## config.mk

```make
export PLATFORM = sky130hd
export DESIGN_NAME = bcis_top
export DESIGN_NICKNAME = d
export VERILOG_FILES = /design/src/logic/bcis_pkg.sv /design/src/logic/bcis_buf2.sv /design/src/logic/bcis_top.sv
export SDC_FILE = /design/constraint.sdc
export NUM_CORES = 1
export LEC_CHECK = 0
export BUFFER_PORTS_ARGS = -buffer_cell sky130_fd_sc_hd__buf_2
export CORE_ASPECT_RATIO = 0.8
export CORE_MARGIN = 10
export CORE_UTILIZATION = 56
export DETAILED_ROUTE_END_ITERATION = 8
export MAX_ROUTING_LAYER = met4
export PLACE_DENSITY = 0.92
export SETUP_SLACK_MARGIN = 0.1
export SLEW_MARGIN = 25
export SYNTH_ARGS = -nofsm -noshare
export SYNTH_HDL_FRONTEND = slang
export SYNTH_HIERARCHICAL = 1
export SYNTH_SLANG_ARGS = --single-unit
```

## constraint.sdc

```tcl
create_clock -name i_clk -period 5.9 [get_ports i_clk]
set_input_delay 1.18 -clock i_clk [delete_from_list [all_inputs] [get_ports i_clk]]
set_output_delay 1.18 -clock i_clk [all_outputs]
set_load 0.05 [all_outputs]
```

## src/logic/bcis_pkg.sv

```systemverilog
// Function
// - Byte variant copies source byte to destination while count is nonzero.
// - Both pointers advance by one after every byte moved.
// - Byte count decrements per byte; stops at zero; zero at entry skips.
// - Word variant uses full 16-bit count, otherwise identical.
// - Execution takes 8 states plus 4 states per byte moved.
// - Fixed count holds for on-chip memory; other memory adds access costs.
// - Transfers synchronised to slow peripheral clock may take variable states.
// - Decoder picks instruction group by top bit of second byte upper nibble.
`default_nettype none
package bcis_pkg;
  localparam int unsigned BCIS_SETUP_STATES = 8;
  localparam int unsigned BCIS_BYTE_STATES = 4;
  localparam int unsigned BCIS_INSTR_BYTES = 4;
  localparam logic [7:0] BCIS_OPC_FIRST = 8'h7b;
  localparam logic [15:0] BCIS_COUNT_RST = 16'h0000;
  localparam logic [23:0] BCIS_PTR_RST = 24'h000000;
  typedef enum logic [4:0] {
    BCIS_IDLE = 5'b00001,
    BCIS_SETUP = 5'b00010,
    BCIS_READ = 5'b00100,
    BCIS_WRITE = 5'b01000,
    BCIS_DONE = 5'b10000
  } bcis_state_e;
endpackage
`default_nettype wire

```

## src/logic/bcis_buf2.sv

```systemverilog
`default_nettype none
module bcis_buf2 #(
  parameter int unsigned WIDTH = 8
) (
  input wire logic i_clk,
  input wire logic i_srst,
  input wire logic i_valid,
  output logic o_ready,
  input wire logic [WIDTH-1:0] i_data,
  output logic o_valid,
  input wire logic i_ready,
  output logic [WIDTH-1:0] o_data
);
  typedef struct packed {
    logic [1:0][WIDTH-1:0] mem;
    logic [1:0] cnt;
  } bcis_buf_s;
  bcis_buf_s st_r;
  bcis_buf_s st_nxt;
  logic push;
  logic pop;

  assign o_ready = (st_r.cnt != 2'h2);
  assign o_valid = (st_r.cnt != 2'h0);
  assign o_data = st_r.mem[0];
  assign push = i_valid && o_ready;
  assign pop = o_valid && i_ready;

  always_comb begin
    st_nxt = st_r;
    if (pop) begin
      st_nxt.mem[0] = st_r.mem[1];
    end
    if (push) begin
      if (st_r.cnt == 2'h0 || (st_r.cnt == 2'h1 && pop)) begin
        st_nxt.mem[0] = i_data;
      end else begin
        st_nxt.mem[1] = i_data;
      end
    end
    st_nxt.cnt = st_r.cnt + {1'b0, push} - {1'b0, pop};
  end

  always_ff @(posedge i_clk) begin
    if (i_srst) begin
      st_r <= '0;
    end else begin
      st_r <= st_nxt;
    end
  end
endmodule
`default_nettype wire

```

## src/logic/bcis_top.sv

```systemverilog
`default_nettype none
module bcis_top
  import bcis_pkg::*;
(
  input wire logic i_clk,
  input wire logic i_srst,
  input wire logic i_start,
  input wire logic [7:0] i_opc_first,
  input wire logic [7:0] i_opc_second,
  input wire logic [15:0] i_word_count_reg,
  input wire logic [23:0] i_source_pointer_reg,
  input wire logic [23:0] i_dest_pointer_reg,
  input wire logic [7:0] i_ccr,
  output logic o_busy,
  output logic o_done,
  output logic o_group_hi,
  output logic o_is_block_copy,
  output logic o_word_variant,
  output logic o_rd_req,
  output logic [23:0] o_rd_addr,
  input wire logic i_rd_valid,
  input wire logic [7:0] i_rd_data,
  output logic o_wr_req,
  output logic [23:0] o_wr_addr,
  output logic [7:0] o_wr_data,
  input wire logic i_wr_ack,
  input wire logic i_slow_sync,
  output logic [15:0] o_word_count_reg,
  output logic [23:0] o_source_pointer_reg,
  output logic [23:0] o_dest_pointer_reg,
  output logic [7:0] o_ccr,
  output logic [2:0] o_instr_len,
  output logic [31:0] o_state_count
);
  // ************************************************************
  // State.
  // ************************************************************
  typedef struct packed {
    bcis_state_e st;
    logic word_v;
    logic [15:0] cnt;
    logic [23:0] src;
    logic [23:0] dst;
    logic [7:0] ccr;
    logic rd_out;
    logic [1:0] setup_cnt;
    logic [31:0] states;
    logic done;
    logic [2:0] sync;
  } bcis_s;
  bcis_s s_r;
  bcis_s s_nxt;
  logic [7:0] wr_data;
  logic buf_in_ready;
  logic buf_out_valid;
  logic buf_accept;
  logic is_copy;
  logic group_hi;
  logic slow_ok;

  assign group_hi = i_opc_second[7];
  assign is_copy = (i_opc_first == BCIS_OPC_FIRST) && group_hi;

  // Peripheral sync strobe passes three flops; counts once the last two are both high.
  assign slow_ok = s_r.sync[1] & s_r.sync[2];

  // ************************************************************
  // Read data buffer.
  // ************************************************************
  bcis_buf2 #(.WIDTH(8)) u_buf (
    .i_clk(i_clk),
    .i_srst(i_srst),
    .i_valid(i_rd_valid),
    .o_ready(buf_in_ready),
    .i_data(i_rd_data),
    .o_valid(buf_out_valid),
    .i_ready(buf_accept),
    .o_data(wr_data)
  );
  assign buf_accept = (s_r.st == BCIS_WRITE) && i_wr_ack;

  // ************************************************************
  // Sequencer.
  // ************************************************************
  always_comb begin
    s_nxt = s_r;
    s_nxt.done = 1'b0;
    s_nxt.sync = {s_r.sync[1:0], i_slow_sync};
    if (s_r.st != BCIS_IDLE && s_r.st != BCIS_DONE) begin
      s_nxt.states = s_r.states + 32'h1;
    end
    unique case (s_r.st)
      BCIS_IDLE: begin
        if (i_start && is_copy) begin
          s_nxt.word_v = (i_opc_second[3:0] == 4'h8);
          s_nxt.cnt = (i_opc_second[3:0] == 4'h8) ? i_word_count_reg : {8'h00, i_word_count_reg[7:0]};
          s_nxt.src = i_source_pointer_reg;
          s_nxt.dst = i_dest_pointer_reg;
          s_nxt.ccr = i_ccr;
          s_nxt.setup_cnt = 2'h0;
          s_nxt.states = 32'h1;
          s_nxt.st = BCIS_SETUP;
        end
      end
      BCIS_SETUP: begin
        // Fixed overhead: 8 states total, each setup tick stands for two states.
        s_nxt.setup_cnt = s_r.setup_cnt + 2'h1;
        if (s_r.setup_cnt == 2'(BCIS_SETUP_STATES / 2 - 1)) begin
          s_nxt.st = (s_r.cnt == 16'h0000) ? BCIS_DONE : BCIS_READ;
        end
      end
      BCIS_READ: begin
        // Slow peripheral transfers wait for the sync strobe: variable length.
        // Only the synchronised copy is read; the raw pin would be metastable here.
        if (!s_r.rd_out && buf_in_ready && (slow_ok || !s_r.sync[2])) begin
          s_nxt.rd_out = 1'b1;
        end
        if (s_r.rd_out && i_rd_valid) begin
          s_nxt.rd_out = 1'b0;
          s_nxt.st = BCIS_WRITE;
        end
      end
      BCIS_WRITE: begin
        if (buf_out_valid && i_wr_ack) begin
          s_nxt.src = s_r.src + 24'h1;
          s_nxt.dst = s_r.dst + 24'h1;
          s_nxt.cnt = s_r.cnt - 16'h1;
          s_nxt.st = (s_r.cnt == 16'h0001) ? BCIS_DONE : BCIS_READ;
        end
      end
      BCIS_DONE: begin
        s_nxt.done = 1'b1;
        s_nxt.st = BCIS_IDLE;
      end
      default: begin
        s_nxt.st = BCIS_IDLE;
      end
    endcase
  end

  always_ff @(posedge i_clk) begin
    if (i_srst) begin
      s_r <= '{st: BCIS_IDLE, cnt: BCIS_COUNT_RST, src: BCIS_PTR_RST, dst: BCIS_PTR_RST, default: '0};
    end else begin
      s_r <= s_nxt;
    end
  end

  // ************************************************************
  // Outputs.
  // ************************************************************
  assign o_busy = (s_r.st != BCIS_IDLE);
  assign o_done = s_r.done;
  assign o_group_hi = group_hi;
  assign o_is_block_copy = is_copy;
  assign o_word_variant = s_r.word_v;
  assign o_rd_req = s_r.rd_out;
  assign o_rd_addr = s_r.src;
  assign o_wr_req = (s_r.st == BCIS_WRITE) && buf_out_valid;
  assign o_wr_addr = s_r.dst;
  assign o_wr_data = wr_data;
  assign o_word_count_reg = s_r.word_v ? s_r.cnt : {i_word_count_reg[15:8], s_r.cnt[7:0]};
  assign o_source_pointer_reg = s_r.src;
  assign o_dest_pointer_reg = s_r.dst;
  assign o_ccr = s_r.ccr;
  assign o_instr_len = 3'(BCIS_INSTR_BYTES);
  assign o_state_count = s_r.states;
endmodule
`default_nettype wire

```

### Yosys cells after proc, flatten, opt, wreduce, memory -nomap -nowiden

Cells that the tools add are included.

| storage, ports and cells | value |
|---|---|
| register bits after elaboration | 135 |
| input bits | 102 |
| output and inout bits | 170 |
| word-level logic and storage cells | 89 |

| operators by class | value |
|---|---|
| add/subtract/negate cells | 7 |
| equality and inequality tests | 17 |
| muxes and demuxes | 21 |
| bitwise gates (word level) | 2 |
| reduce and logical (&&, ||, !) cells | 28 |

Operator list:

| cell | number |
|---|---|
| $pmux W64 S2 | 1 |
| $mux W78 | 1 |
| $mux W32 | 2 |
| $mux W64 | 1 |
| $add A24 B1 Y24 const B | 2 |
| $mux W34 | 1 |
| $add A32 B1 Y32 const B | 1 |
| $mux W16 | 2 |
| $mux W5 | 5 |
| $mux W8 | 3 |
| $pmux W5 S4 | 1 |
| $eq A16 B1 Y1 const B | 1 |
| $logic_not A16 Y1 | 1 |
| $sub A16 B1 Y16 const B | 1 |
| $logic_and A1 B1 Y1 | 12 |
| $eq A8 B7 Y1 const B | 1 |
| $ne A2 B2 Y1 const B | 4 |
| $reduce_and A2 Y1 | 4 |
| $reduce_bool A2 Y1 | 4 |
| $eq A5 B1 Y1 const B | 1 |
| $eq A5 B2 Y1 const B | 1 |
| $eq A5 B3 Y1 const B | 1 |
| $eq A5 B4 Y1 const B | 1 |
| $eq A5 B5 Y1 const B | 1 |
| 18 further kinds | 22 |

### Logic depth before layout (Yosys ltp)

| depth | value |
|---|---|
| depth after elaboration | 7 |
| mapped depth | 8 |

### Cells and area by module

The synthesis kept the hierarchy.

Modules (own cells, without submodules):

| module | times used | cells each | area each (um2) | seq. area each (um2) |
|---|---|---|---|---|
| bcis_top | 1 | 984 | 7,614.8 | 2,342.2 |
| bcis_buf2 | 1 | 103 | 915.9 | 360.3 |

### Worst setup path before layout

No wires, ideal clock.

| timing | value |
|---|---|
| kind | input -> output |
| start | input i_opc_first[7] |
| end | output o_is_block_copy |
| data arrival time | 2,897 ps |
| required time | 4,720 ps |
| path slack | 1,823 ps |
| stages | 2 |
| cell sequence | nand4b_1 > nor4_1 |

| between the ends | value |
|---|---|
| cells in the longest elaborated chain, start to end | 2 |

Ends and longest elaborated chain:

| element | line | RTL |
|---|---|---|
| from (decl) | bcis_top.sv:8 | `input wire logic [7:0] i_opc_first,` |
| $eq A8 B7 Y1 | bcis_top.sv:62 | `assign is_copy = (i_opc_first == BCIS_OPC_FIRST) && group_hi;` |
| $logic_and A1 B1 Y1 | bcis_top.sv:62 |  |
| to (decl) | bcis_top.sv:17 | `output logic o_is_block_copy,` |

Every way passes these cells.

### Final worst setup path

Same ends and word-level chain as after synthesis.

==> metrics <==
Post-synth EDFFs=0; f_max=about 0.26 GHz; final setup fails=0; hold_buf cts=0; sequential share of the synthesized area=31.7%; Worst setup EP type=output port; first-pass GRT wire length=approximately 39 mm; area leader, netlist=dfxtp_1; vias per cell=~6.1; Final TNS setup=0 ns; Main synth FF type=dfxtp_1; CP max stage delay=about 0.76 ns; share of layout cells above drive strength 1=29.2%; Leak Pwr=4.06 nW; Clk pwr share=39.0%; Routed Wire Length=25.0 mm; Routed Antenna Nets=0; total gr overflow=0; WHS Path Cells=2; CTS max path bufs=2; die extent in y=130 um; Clock Latency Late Sink=0.42 ns; CTS-repair resized insts=0; Pwr Total=2.89 mW; CP bufs+invs=2; HP Class=flip-flop to flip-flop; critical-path cell list=buf_2, nand4b_1, nor4_1, buf_2; number of flip-flops under the largest register name=32; Worst Path Required=between 4 and 5 ns; Comb power frac=25.0%; First-pass DRT Iterations=7; outcome=complete, no violations; Fin. Hold Viols=0; area share of the largest cell type after synthesis=around a third; Max Cap Viol=0; RSZ-0062 raised after global routing=no; TritonCTS buffer count=17; Slew Limit Fails=0; part of the power in registers=36.0%; GRT Resource Usage Total=23.8%; clk_skew=0.0140 ns; die area=between 20000 and 25000 um2; Worst path depth=4; Final min period=slightly below 4 ns; iteration-0 DRC count of the detailed router=between 700 and 800; Int Power=between 1.5 and 2 mW; Inst Count DP=about 1300; non-filler cells, final=roughly 1400; Final #Nets=1271; R2R setup slack=3.10 ns; routability cong.=0.910; drc violations=0; Arr. time, crit path=2.67 ns; Avg WL per Cell=18.3 um; cells taking the most area after synthesis=dfxtp_1 32%, buf_4 14%, a21oi_1 6.3%, o21ai_0 4.6%, nor2_1 3.1%; Synth Register Bits=about 140; Synth Cell Area=8530 um2; CP max-delay cell=nor4_1; worst vdd ir=around 0.26 mV; most frequent CP cell=buf_2; die boundary width=roughly 160 um; Final Util=a little over three fifths; Filler cells=approximately 1300; kind of cell adding the most delay to the critical path=simple AND/OR/NAND/NOR gates; clk sinks=135; critical path class=input pin to output port; Final HPWL DP=roughly 18 mm; Startpoint Class=input pin; # Post-CTS Setup Buffers=0; Synth cell types=73; n_diodes=0; clk root buf=clkbuf_16; ys async rst share=0%; Max-slew headroom=between 30% and 40%; Core Region=15000 um2; initial core utilization=a little under three fifths; TritonCTS clock tree=built; pin count of the biggest net entering global routing=79; depth of the CTS H-tree=4; Sw Share=between 30% and 40%; Clock transition at path regs=around 0.050 ns; pwr dens=308 nW/um2; port bufs=265; cell count of the worst reg-to-reg path=6; P&R area growth vs syn=9.83%; synth warn=6; Site Rows=40; Worst-Margin Slew=1.01 ns; highest fanout seen on the critical path=3; Tcrit/Tclk final=approximately two thirds; Post-Syn Instances=1087; sw power=roughly 1 mW; initial antenna violation count=0; io pins=272; Via Count=~8300; vias in the first global route=7721; Avg Cell Area, Syn=7.85 um2
-- metal layers --
layer  vias up  global-route usage [%]  part of all wire, %
li1       3943                       -                    -
met1      3849                    30.5                   43
met2       469                    36.9                   47
met3        25                    5.19                  9.2
met4         0                    7.18                  1.4
met5         -                       -                    0
-- synth_stat cells (5+ instances only) --
library cell  instances
xnor2_1              14
nand4_1              21
dfxtp_1             135
inv_1                13
nor3_1               43
nor2_1               71
o21ai_0              78
clkbuf_1             45
and4_1               12
buf_2                13
mux2_2                9
mux2i_1               9
ha_1                  7
a221oi_1             16
a31oi_1              13
or4_1                 7
nor4_1               18
and2_1                9
a21oi_1             107
buf_4               156
a211oi_1             15
nand3_1              42
a31o_2                6
nor2b_1               6
nand2_1              68
and3_1               28
o31ai_1               9
o32ai_1               9
nand2b_1              5
xor2_1               11
or3_1                14
-- placed cells by master (no fill, tap or decap), types with 17 or more instances in the layout --
cell type    n
and3_1      28
buf_2      264
nand4_1     21
nor2_1      70
nand3_1     42
dfxtp_1    135
nor4_1      18
a21oi_1    107
nor3_1      42
clkbuf_16   17
nand2_1     67
o21ai_0     78
-- power by group through the flow --
stage               registers [mW]  logic [mW]  clock network (mW)
finish                        1.04       0.722                1.13
global route                  1.05       0.771                1.19
CTS                           1.04       0.723                1.14
detailed placement            1.06       0.719                   0
global placement              1.05       0.709                   0
floorplan                     1.03       0.645                   0
-- per-stage QoR --
stage	hold WS [ns]	setup WS [ns]	area [um2]
2_1_floorplan	0.414	1.82	8530
3_3_place_gp	0.428	2.12	8740
3_5_place_dp	0.450	2.10	8740
4_1_cts	0.458	2.12	9370
5_1_grt	0.464	2.11	9370
6_report	0.454	2.05	9370
-- kinds of logic after synthesis --
kind of cell,Yosys count,share of synthesized area (%)
and+or+nand+nor,373,23.2
AOI/OAI and AO/OA,291,21.1
buffers and inverters,235,17.8
DFF,135,31.7
xor gates and xnor gates,26,2.89
muxes,18,2.24
adders and majority gates,7,1.03
other,2,0.0880
-- worst paths after layout --
check | start | endpoint
min reg2reg | o_ccr[2] | o_ccr[2]
max reg2reg | s_r[116] | o_rd_addr[14]
min | o_ccr[2] | o_ccr[2]
max | i_opc_first[7] | o_is_block_copy
-- cell type report --
type | instances | area [um2] | share of cell area [%]
Clock buffer | 17 | 425 | 4.54
Clock inverter | 14 | 200 | 2.14
Inverter | 14 | 52.6 | 0.561
Multi-Input combinational cell | 718 | 4340 | 46.3
Sequential cell | 135 | 2700 | 28.8
Tap cell | 189 | 236 | 2.52
Timing Repair Buffer | 276 | 1410 | 15.1
-- worst reg2reg max path, delay by kind of cell, from the launching register on --
kind / cells / cell delay [ns]
AO/OA/AOI/OAI: 2 / 0.30
flip-flops: 1 / 0.40
buffers and inverters: 1 / 0.50
AND/OR/NAND/NOR: 3 / 1.50
Note: power is estimated with default switching activity, not from simulation.
